### src/core/e1rs_pkg.sv
package e1rs_pkg;

    // ==========================================
    // Register map and field positions
    localparam logic [7:0] ADDR_ALARM = 8'h06;
    localparam logic [7:0] ADDR_INFO  = 8'h08;
    localparam logic [7:0] ADDR_SYNC  = 8'h1E;
    localparam logic [7:0] RESET_VIEW = 8'h00;

    localparam int BIT_SA1  = 7;
    localparam int BIT_DMA  = 6;
    localparam int BIT_SA0  = 5;
    localparam int BIT_SLIP = 4;
    localparam int BIT_UA1  = 3;
    localparam int BIT_RA   = 2;
    localparam int BIT_CL   = 1;
    localparam int BIT_LOS  = 0;

    // ==========================================
    // Stream positions
    localparam logic [4:0] SLOT_ALIGN  = 5'h00;
    localparam logic [4:0] SLOT_SIG    = 5'h10;
    localparam logic [3:0] FRAME_FIRST = 4'h0;
    localparam logic [3:0] FRAME_LAST  = 4'hF;
    localparam logic [2:0] BIT_LAST    = 3'h7;
    localparam logic [2:0] DMA_BIT_IDX = 3'h5;
    localparam logic [2:0] RA_BIT_IDX  = 3'h2;

    // ==========================================
    // Alarm thresholds and timing
    localparam int          CNT_W         = 6;
    localparam logic [1:0]  ZERO_MIN      = 2'h3;
    localparam logic [1:0]  RA_RUN        = 2'h3;
    localparam logic [8:0]  UA1_LAST      = 9'h1FF;
    localparam logic [11:0] CL_ZEROS_STD  = 12'h0FF;
    localparam logic [11:0] CL_ZEROS_EXT  = 12'h800;
    localparam logic [7:0]  CL_WIN_LAST   = 8'hFE;
    localparam logic [5:0]  CL_ONES_MIN   = 6'h20;
    localparam int          CLK_PERIOD_NS = 25;
    localparam int          CRC_WINDOW_NS = 8000000;
    localparam int          CRC_WINDOW_CYCLES = CRC_WINDOW_NS / CLK_PERIOD_NS;

    // ==========================================
    // Carriers
    typedef struct packed {
        logic [7:0] addr;
        logic [7:0] wdata;
        logic       wr;
        logic       rd;
    } e1rs_bus_req_type;

    typedef struct packed {
        logic       valid;
        logic       data;
        logic [4:0] slot;
        logic [2:0] bit_idx;
        logic [3:0] frame;
        logic       non_align;
    } e1rs_rx_bit_type;

endpackage

### src/core/e1rs_status.sv
// Summary of operation
// - Live register shows count bits 5..2, 0
// - Flag high while CAS multiframe search runs
// - Flag high while CRC4 multiframe search runs
// - Count up on each 8 ms timeout
// - Count cleared on CRC4 multiframe sync
// - Count held zero while CRC4 disabled
// - Count wraps from maximum to zero
// - Fewer than three zeros sets all-ones
// - All-zero signaling slot sets all-zeros
// - Signaling change sets both signaling flags
// - Alarms stay active in common-channel mode
// - Distant alarm follows two equal multiframes
// - Elastic store slip sets slip flag
// - Unframed all-ones judged per 512 bits
// - Remote alarm follows three equal occasions
// - Carrier loss after 255/2048 zeros
// - Carrier clears on 32 ones per 255
// - Four alarm changes pull interrupt low
// - Mask write refreshes only selected bits
// - Live register needs no mask write
module e1rs_status #(
    parameter int SEARCH_WINDOW_CYCLES = e1rs_pkg::CRC_WINDOW_CYCLES
) (
    input  wire  logic                       clk_sys,
    input  wire  logic                       rst_b,
    input  wire  e1rs_pkg::e1rs_bus_req_type bus_req,
    output       logic [7:0]                 bus_rdata_q,
    input  wire  e1rs_pkg::e1rs_rx_bit_type  rx_bit,
    input  wire  logic                       frame_sync,
    input  wire  logic                       cas_mf_sync,
    input  wire  logic                       crc_mf_sync,
    input  wire  logic                       crc_framing_enable,
    input  wire  logic                       carrier_loss_extended,
    input  wire  logic                       signaling_change,
    input  wire  logic                       receive_slip,
    input  wire  logic [7:0]                 info_events,
    output       logic                       int_n_q
);
    import e1rs_pkg::*;

    localparam int TMR_W = $clog2(SEARCH_WINDOW_CYCLES + 1);

    // ==========================================
    // Helpers

    // Refresh view only where the mask is set
    function automatic logic [7:0] view_upd(input logic [7:0] view,
                                            input logic [7:0] stk,
                                            input logic [7:0] set,
                                            input logic [7:0] mask);
        view_upd = (view & ~mask) | ((stk | set) & mask);
    endfunction

    // Set wins over the clear that a mask write gives
    function automatic logic [7:0] sticky_upd(input logic [7:0] stk,
                                              input logic [7:0] set,
                                              input logic [7:0] mask);
        sticky_upd = (stk & ~mask) | set;
    endfunction

    // Zero counter saturating at three
    function automatic logic [1:0] sat_zero(input logic [1:0] c,
                                            input logic       b);
        sat_zero = (b || c == ZERO_MIN) ? c : c + 2'h1;
    endfunction

    // ==========================================
    // Stream decode
    logic bit_ts16;
    logic mf_end;
    logic dma_slot;
    logic ra_slot;
    logic cas_search;
    logic crc_search;

    assign bit_ts16 = rx_bit.valid && rx_bit.slot == SLOT_SIG;
    assign mf_end   = bit_ts16 && rx_bit.frame == FRAME_LAST
                      && rx_bit.bit_idx == BIT_LAST;
    assign dma_slot = bit_ts16 && rx_bit.frame == FRAME_FIRST
                      && rx_bit.bit_idx == DMA_BIT_IDX;
    assign ra_slot  = rx_bit.valid && rx_bit.non_align
                      && rx_bit.slot == SLOT_ALIGN
                      && rx_bit.bit_idx == RA_BIT_IDX;

    // Searches only make sense once the basic frame is found
    assign cas_search = frame_sync && !cas_mf_sync;
    assign crc_search = crc_framing_enable && frame_sync && !crc_mf_sync;

    // ==========================================
    // CRC4 search window and sync counter
    logic [TMR_W-1:0] tmr_q;
    logic             tmr_expire;
    logic [CNT_W-1:0] cnt_q;

    assign tmr_expire = crc_search && tmr_q == TMR_W'(SEARCH_WINDOW_CYCLES - 1);

    // Window restarts whenever the search stops
    always_ff @(posedge clk_sys or negedge rst_b) begin
        if (!rst_b) begin
            tmr_q <= '0;
        end else if (!crc_search || tmr_expire) begin
            tmr_q <= '0;
        end else begin
            tmr_q <= tmr_q + TMR_W'(1);
        end
    end

    // Host judges elapsed search time from this count
    always_ff @(posedge clk_sys or negedge rst_b) begin
        if (!rst_b) begin
            cnt_q <= '0;
        end else if (!crc_framing_enable || crc_mf_sync) begin
            cnt_q <= '0;
        end else if (tmr_expire) begin
            cnt_q <= cnt_q + 6'h01;
        end
    end

    // ==========================================
    // Signaling slot alarms, no mode gating
    logic [1:0] sa_zero_q;
    logic       sa_one_q;
    logic       sa1_q;
    logic       sa0_q;
    logic [1:0] sa_zero_d;
    logic       sa_one_d;

    assign sa_zero_d = bit_ts16 ? sat_zero(sa_zero_q, rx_bit.data) : sa_zero_q;
    assign sa_one_d  = sa_one_q || (bit_ts16 && rx_bit.data);

    // Judged once per multiframe, counting its last bit
    always_ff @(posedge clk_sys or negedge rst_b) begin
        if (!rst_b) begin
            sa_zero_q <= '0;
            sa_one_q  <= 1'b0;
            sa1_q     <= 1'b0;
            sa0_q     <= 1'b0;
        end else if (mf_end) begin
            sa1_q     <= sa_zero_d < ZERO_MIN;
            sa0_q     <= !sa_one_d;
            sa_zero_q <= '0;
            sa_one_q  <= 1'b0;
        end else begin
            sa_zero_q <= sa_zero_d;
            sa_one_q  <= sa_one_d;
        end
    end

    // ==========================================
    // Distant multiframe alarm
    logic dma_prev_q;
    logic dma_q;

    // Two equal samples in a row move the alarm
    always_ff @(posedge clk_sys or negedge rst_b) begin
        if (!rst_b) begin
            dma_prev_q <= 1'b0;
            dma_q      <= 1'b0;
        end else if (dma_slot) begin
            dma_prev_q <= rx_bit.data;
            if (rx_bit.data == dma_prev_q) begin
                dma_q <= rx_bit.data;
            end
        end
    end

    // ==========================================
    // Unframed all-ones over 512-bit blocks
    logic [8:0] ua_pos_q;
    logic [1:0] ua_zero_q;
    logic       ua1_q;

    // Fixed blocks rather than a sliding span, to save a 512-bit history
    always_ff @(posedge clk_sys or negedge rst_b) begin
        if (!rst_b) begin
            ua_pos_q  <= '0;
            ua_zero_q <= '0;
            ua1_q     <= 1'b0;
        end else if (rx_bit.valid) begin
            ua_pos_q <= ua_pos_q + 9'h001;
            if (ua_pos_q == UA1_LAST) begin
                ua1_q     <= sat_zero(ua_zero_q, rx_bit.data) < ZERO_MIN;
                ua_zero_q <= '0;
            end else begin
                ua_zero_q <= sat_zero(ua_zero_q, rx_bit.data);
            end
        end
    end

    // ==========================================
    // Remote alarm
    logic       ra_last_q;
    logic [1:0] ra_run_q;
    logic [1:0] ra_run_d;
    logic       ra_q;

    assign ra_run_d = (rx_bit.data != ra_last_q) ? 2'h1
                    : (ra_run_q == RA_RUN) ? ra_run_q : ra_run_q + 2'h1;

    // Run of equal values; a third one moves the alarm
    always_ff @(posedge clk_sys or negedge rst_b) begin
        if (!rst_b) begin
            ra_last_q <= 1'b0;
            ra_run_q  <= '0;
            ra_q      <= 1'b0;
        end else if (ra_slot) begin
            ra_last_q <= rx_bit.data;
            ra_run_q  <= ra_run_d;
            if (ra_run_d == RA_RUN) begin
                ra_q <= rx_bit.data;
            end
        end
    end

    // ==========================================
    // Carrier loss
    logic [11:0] cl_run_q;
    logic [11:0] cl_run_d;
    logic [11:0] cl_thr;
    logic [7:0]  cl_win_q;
    logic [5:0]  cl_ones_q;
    logic [5:0]  cl_ones_d;
    logic        cl_set;
    logic        cl_q;

    assign cl_thr    = carrier_loss_extended ? CL_ZEROS_EXT : CL_ZEROS_STD;
    assign cl_run_d  = rx_bit.data ? 12'h000
                     : (cl_run_q == 12'hFFF) ? cl_run_q : cl_run_q + 12'h001;
    assign cl_ones_d = (rx_bit.data && cl_ones_q != CL_ONES_MIN)
                     ? cl_ones_q + 6'h01 : cl_ones_q;
    assign cl_set    = rx_bit.valid && cl_run_d >= cl_thr;

    // Set beats a clear landing on the same bit
    always_ff @(posedge clk_sys or negedge rst_b) begin
        if (!rst_b) begin
            cl_run_q  <= '0;
            cl_win_q  <= '0;
            cl_ones_q <= '0;
            cl_q      <= 1'b0;
        end else if (rx_bit.valid) begin
            cl_run_q <= cl_run_d;
            if (cl_win_q == CL_WIN_LAST) begin
                cl_win_q  <= '0;
                cl_ones_q <= '0;
            end else begin
                cl_win_q  <= cl_win_q + 8'h01;
                cl_ones_q <= cl_ones_d;
            end
            if (cl_set) begin
                cl_q <= 1'b1;
            end else if (cl_win_q == CL_WIN_LAST && cl_ones_d >= CL_ONES_MIN) begin
                cl_q <= 1'b0;
            end
        end
    end

    // ==========================================
    // Latched status registers
    logic [7:0] alm_set;
    logic [7:0] alm_mask;
    logic [7:0] info_mask;
    logic [7:0] alm_stk_q;
    logic [7:0] alm_view_q;
    logic [7:0] info_stk_q;
    logic [7:0] info_view_q;

    // Alarm levels and event pulses feeding the latches
    always_comb begin
        alm_set           = '0;
        alm_set[BIT_SA1]  = sa1_q || signaling_change;
        alm_set[BIT_DMA]  = dma_q;
        alm_set[BIT_SA0]  = sa0_q || signaling_change;
        alm_set[BIT_SLIP] = receive_slip;
        alm_set[BIT_UA1]  = ua1_q;
        alm_set[BIT_RA]   = ra_q;
        alm_set[BIT_CL]   = cl_q;
        alm_set[BIT_LOS]  = !frame_sync;
    end

    assign alm_mask  = (bus_req.wr && bus_req.addr == ADDR_ALARM) ? bus_req.wdata : 8'h00;
    assign info_mask = (bus_req.wr && bus_req.addr == ADDR_INFO) ? bus_req.wdata : 8'h00;

    // Unmasked positions keep what the host last saw
    always_ff @(posedge clk_sys or negedge rst_b) begin
        if (!rst_b) begin
            alm_stk_q   <= RESET_VIEW;
            alm_view_q  <= RESET_VIEW;
            info_stk_q  <= RESET_VIEW;
            info_view_q <= RESET_VIEW;
        end else begin
            alm_stk_q   <= sticky_upd(alm_stk_q, alm_set, alm_mask);
            alm_view_q  <= view_upd(alm_view_q, alm_stk_q, alm_set, alm_mask);
            info_stk_q  <= sticky_upd(info_stk_q, info_events, info_mask);
            info_view_q <= view_upd(info_view_q, info_stk_q, info_events, info_mask);
        end
    end

    // ==========================================
    // Interrupt on alarm state change
    logic [3:0] live4;
    logic [3:0] prev4_q;
    logic [3:0] pend_q;
    logic [3:0] pend_d;

    assign live4  = alm_set[BIT_UA1:BIT_LOS];
    assign pend_d = (pend_q & ~alm_mask[BIT_UA1:BIT_LOS]) | (live4 ^ prev4_q);

    // Both edges of each of the four interrupting alarms (UA1, RA, CL, LOS) count as a change
    always_ff @(posedge clk_sys or negedge rst_b) begin
        if (!rst_b) begin
            prev4_q <= '0;
            pend_q  <= '0;
            int_n_q <= 1'b1;
        end else begin
            prev4_q <= live4;
            pend_q  <= pend_d;
            int_n_q <= ~|pend_d;
        end
    end

    // ==========================================
    // Read port
    logic [7:0] sync_live;

    // Count bit 1 is not visible to the host
    assign sync_live = {cnt_q[5:2], cnt_q[0], !frame_sync, cas_search, crc_search};

    // Unmapped addresses read as zero
    always_ff @(posedge clk_sys or negedge rst_b) begin
        if (!rst_b) begin
            bus_rdata_q <= 8'h00;
        end else if (bus_req.rd) begin
            case (bus_req.addr)
                ADDR_ALARM: bus_rdata_q <= alm_view_q;
                ADDR_INFO:  bus_rdata_q <= info_view_q;
                ADDR_SYNC:  bus_rdata_q <= sync_live;
                default:    bus_rdata_q <= 8'h00;
            endcase
        end
    end
endmodule

### config.mk
export PLATFORM = sky130hd
export DESIGN_NAME = e1rs_status
export DESIGN_NICKNAME = d
export VERILOG_FILES = /design/src/core/e1rs_pkg.sv /design/src/core/e1rs_status.sv
export SDC_FILE = /design/constraint.sdc
export NUM_CORES = 1
export LEC_CHECK = 0
export BUFFER_PORTS_ARGS = -buffer_cell sky130_fd_sc_hd__buf_2
export CORE_MARGIN = 1
export CORE_UTILIZATION = 55
export CTS_BUF_LIST = sky130_fd_sc_hd__clkbuf_4 sky130_fd_sc_hd__clkbuf_8 sky130_fd_sc_hd__clkbuf_16
export CTS_CLUSTER_DIAMETER = 200
export DETAILED_ROUTE_END_ITERATION = 16
export GPL_TIMING_DRIVEN = 0
export MAX_ROUTING_LAYER = met4
export PLACE_DENSITY = 0.75
export SYNTH_ARGS = -nofsm -noshare
export SYNTH_HDL_FRONTEND = slang
export SYNTH_SLANG_ARGS = --single-unit
### constraint.sdc
create_clock -name clk_sys -period 3.2 [get_ports clk_sys]
set_input_delay 0.64 -clock clk_sys [delete_from_list [all_inputs] [get_ports clk_sys]]
set_output_delay 0.64 -clock clk_sys [all_outputs]
set_load 0.005 [all_outputs]
Yosys cells after proc, flatten, opt, wreduce, memory -nomap -nowiden:

Index checks and enable logic that the tools add are counted.

* output and inout port bits: 9
* register bits after elaboration: 124
* input bits: 50
* word-level logic and storage cells: 139

* $add $sub $neg: 9
* magnitude comparators: 4
* reduce and logical (&&, ||, !) cells: 41
* eq/ne operators: 19
* muxes and demuxes: 22
* bitwise gates (word level): 18

Operator list (number)
* $and A8 B8 Y8: 6
* $or A8 B8 Y8: 6
* $mux W12: 3
* $mux W6: 4
* $mux W8: 3
* $pmux W8 S3: 1
* $add A19 B1 Y19 const B: 1
* $eq A19 B19 Y1 const B: 1
* $mux W19: 1
* $logic_and A1 B1 Y1: 18
* $not A8 Y8: 2
* $mux W2: 7
* $add A12 B1 Y12 const B: 1
* $add A6 B1 Y6 const B: 2
* $eq A12 B12 Y1 const B: 1
* $ge A12 B12 Y1: 1
* $add A9 B1 Y9 const B: 1
* $eq A9 B9 Y1 const B: 1
* $add A8 B1 Y8 const B: 1
* $eq A2 B2 Y1 const B: 4
* $eq A8 B3 Y1 const B: 1
* $eq A8 B4 Y1 const B: 1
* $eq A8 B5 Y1 const B: 1
* $eq A8 B8 Y1 const B: 1
* other kinds (22): 44

Logic depth before layout (Yosys ltp):

* word-level depth: 8
* gate-level depth with buffers: 14
* gate-level depth less buffers: 14

Least setup slack after synthesis:

Ideal clock, no wire load.

* path kind: register -> register
* from: reg cl_run_q[0]
* to: reg cl_q
* path slack: 0.371 ns
* cell stages (with the launch flop): 15
* data required time: 3.074 ns
* arrival: 2.703 ns
* clock period less this slack: 2.829 ns
* path through: dfrtp_1 > ha_1 > nand2_1 > nor4b_4 > nor2_2 > and3_1 > xnor2_1 > nor2_1 > ha_1 > a21oi_1 > nor2_1 > a211oi_1 > o31a_1 > a41oi_1 > a221o_1

* cells in the longest elaborated chain, start to end: 7
* elaborated cells between the ends (all ways): 9
* those cells by class: add/sub: 1; order compare: 1; eq/ne: 1; mux: 3; reduce/logical: 3

RTL lines
* start: declaration: RTL line e1rs_status.sv:218 `logic [11:0] cl_run_q;`
* start signal: assignment: RTL line e1rs_status.sv:242 `cl_run_q <= cl_run_d;`
* $add A12 B1 Y12 or $eq A12 B12 Y1 (tied branches): RTL line e1rs_status.sv:229 `: (cl_run_q == 12'hFFF) ? cl_run_q : cl_run_q + 12'h001;`
* $mux W12 (*): RTL line e1rs_status.sv:229
* $mux W12 (*): RTL line e1rs_status.sv:228 `assign cl_run_d = rx_bit.data ? 12'h000`
* named net cl_run_d[5]: RTL line e1rs_status.sv:219 `logic [11:0] cl_run_d;`
* $ge A12 B12 Y1 (*): RTL line e1rs_status.sv:232 `assign cl_set = rx_bit.valid && cl_run_d >= cl_thr;`
* $logic_and A1 B1 Y1 (*): RTL line e1rs_status.sv:232
* $reduce_bool A2 Y1 (no source line)
* $reduce_and A2 Y1 (no source line)
* end signal: assignment: RTL line e1rs_status.sv:240 `cl_q <= 1'b0;`
* end signal: assignment: RTL line e1rs_status.sv:251 `cl_q <= 1'b1;`
* end signal: assignment: RTL line e1rs_status.sv:253 `cl_q <= 1'b0;`
* end: declaration: RTL line e1rs_status.sv:225 `logic cl_q;`

Mark *: on every way through the listed nets, which the timed path passes. The rest lies on a longest branch.
A chain may end at the register's enable or synchronous reset.

Final worst setup path:

* from: reg cl_run_q[0]
* to: reg cl_q

* cells in the longest elaborated chain, start to end: 7
* elaborated cells between the ends (all ways): 9
* those cells by class: add/sub: 1; order compare: 1; eq/ne: 1; mux: 3; reduce/logical: 3

RTL lines (RTL line)
* $add A12 B1 Y12 or $eq A12 B12 Y1 (tied branches): e1rs_status.sv:229
* $mux W12 (*): e1rs_status.sv:229
* $mux W12 (*): e1rs_status.sv:228
* $ge A12 B12 Y1 (*): e1rs_status.sv:232
* $logic_and A1 B1 Y1 (*): e1rs_status.sv:232
* $reduce_bool A2 Y1 (no source line)
* $reduce_and A2 Y1 (no source line)

Mark *: on every way between the ends. The rest lies on a longest branch, timed or not.

==> qor.csv <==
metric,value,unit
status,"finished, final reports clean",
reg2reg_from,cl_run_q[0],
yosys-top-cells-area,"dfrtp_1, nor2_1, nand2_1, ha_1, xor2_1",
drt-total-wl,13.0,mm
place_area,6520,µm²
clkSinkCount,124,
clk_transition_reported_paths,0.06,ns
start_util,0.577,
grt_pass1_vias,4662,
drc,0,
max-clock-path-buffers,2,
avgSynthCellArea,10.0,µm²
first_pass_iters,6,
final_cell_mix,"dfrtp_1, nor2_1, nand2_1",
worstPathRequired,3.59,ns
worstSetupPathType,reg -> reg,
whs,0.320,ns
synthFlopType,dfrtp_1,
syn_nets,671,
drt_first_iter_violations,298,
ys_seq_area_frac,0.514,
grt-ovfl-total,0,
diodes,0,
synth_edf_count,0,
routed-wl-met3,643,µm
skew,0.00772,ns
cts_root_buffer,clkbuf_8,
yosys_warnings,0,
gp_congestion,0.795,
fin_crit_sh,0.970,
r2r_end,cl_q,
cts_buffers,17,
clock_latency,0.52,ns
p_leak,0.00326,µW
netlist_instances,601,
tightest_slew,0.657,ns
vias,4804,
yosysTopAreaCellShare,0.510,
ant_nets,0,
layout_commonest_cell,dfrtp_1,
num_rows,37,
design.core.area,10500,µm²
critical_path_arrival,3.49,ns
drv_slew,0,
vdd_drop_max,0.000553,V
met1_length,5.65,mm
slew_headroom,0.559,
top_layer_used,met4,
power.total,4200,µW
hpwl,8.76,mm
fin_crit,3.11,ns
portBuffers,57,
async_flop_share,1.00,
cts_tree,done,
wl_per_cell,15.6,µm
nNetsFinal,755,
holdCritPathClass,in -> reg,
fin_tns_setup,0,ns
cap_violations,0,
fin_area,7200,µm²
vias_per_cell,5.76,
grt_usage,0.246,
synth_top_area_cell,dfrtp_1,
grt_max_degree,104,
final-hold-violation-count,0,
synth_cell_types,59,
grt_pass1_wl,21.4,mm
synth-seq-cells,124,
worstHoldEndpoint,info_stk_q[5],
end_kind,register,
htree_num_levels,4,
multiInputGateArea,2800,µm²
drive_gt1_frac,0.199,
area_growth_syn_to_layout,19.3,%
reg2regPathDepth,14,
cp_max_fo,5,
dr_wl_met2,6.46,mm
dieArea,11400,µm²
min_path_cells,2,
pre_cts_ws,0.0160,ns
power_density,583,nW/µm²
hp-start,info_events[5],
io-pin-count,59,
finalSetupViolations,0,
timing.fmax,322,MHz
seq_area,3100,µm²
die_h,107,µm
startpoint_type,register,
netlist_area,6030,µm²
fill_cells,798,
setup_ws,0.0947,ns
r2r_slack,0.09,ns
die_w,107,µm
antenna_found_initial,0,
==> layer usage <==
layer | GRT usage | up-vias
li1 | - | 2289
met1 | 0.303 | 2351
met2 | 0.401 | 139
met3 | 0.0535 | 25
met4 | 0.0881 | 0
met5 | - | -
==> timing repair <==
action / in CTS / in global routing
setup buffers: 1 / 5
setup endpoints to repair: 1 / 1
hold endpoints to repair: 21 / 0
gates resized for setup: 2 / 10
pin swaps: 1 / 12
hold buffers: 1 / 0
gates cloned: 0 / 0
==> layout make-up <==
class,instances,area share
clock inverters,10,0.0125
inverters,28,0.0146
multi-input cells,434,0.389
plain buffers,15,0.0108
repair buffers,65,0.0520
well taps,136,0.0236
flip-flops and latches,124,0.431
clock buffers,22,0.0662
==> per-stage QoR <==
stage,utilization,instances
floorplan,-,601
global placement,0.620,794
detailed placement,0.624,795
CTS,0.680,829
global route,0.688,834
finish,0.688,834
==> worst max path at each step <==
stage,startpoint,endpoint,slack [ns]
5_1_grt,cl_run_q[0],cl_q,-0.01
3_5_place_dp,cl_run_q[0],cl_q,0.02
6_report,cl_run_q[0],cl_q,0.09
2_1_floorplan,cl_run_q[0],cl_q,0.37
3_3_place_gp,rst_b,cl_run_q[8],-0.06
4_1_cts,cl_run_q[0],cl_q,0.06
==> report_power, final <==
part	switching, µW	total (µW)	leakage, µW	internal [µW]
Sequential	175	1910	0.00158	1730
Clock	682	1800	0.000276	1120
Combinational	260	492	0.00140	232
Total	1120	4200	0.00326	3080
==> cell usage after synthesis, drive strengths merged, types with 2 or more instances <==
library cell,n
nor4,6
a211o,2
and2,3
buf,7
nand2,74
o22ai,11
ha,20
mux2,10
nand3b,2
a21o,18
clkbuf,8
nor2b,4
and4,4
o21ai,38
a21oi,16
inv,28
nand2b,4
nand3,24
a222oi,8
dfrtp,123
nor2,77
nor3,10
or4,2
a211oi,2
o211ai,4
xnor2,20
nor4b,2
nand4,14
or3,2
xor2,26
and3,10
mux2i,7
a31oi,2
==> critical path, cell delays in order, from the launching register on <==
cell and delay (ns):
dfrtp_1 0.40, ha_2 0.24, nand2_4 0.10, nor4b_4 0.38, buf_4 0.18, buf_4 0.12, nor2_1 0.04, o21ai_1 0.17
ha_1 0.25, nand2b_1 0.14, a21o_1 0.16, a211oi_2 0.18, o31a_1 0.19, a41oi_2 0.13, a221o_1 0.30
==> kinds of logic (layout without fill, tap and decap cells) <==
family | Yosys count | after routing | share of synthesized area
compound gates | 110 | 110 | 0.119
xor+xnor | 46 | 46 | 0.0668
fa+ha+maj | 20 | 20 | 0.0415
buf+inv | 43 | 140 | 0.0303
flops | 124 | 124 | 0.514
mux | 17 | 17 | 0.0303
simple gates | 241 | 241 | 0.198
Note: power is estimated with default switching activity, not from simulation.
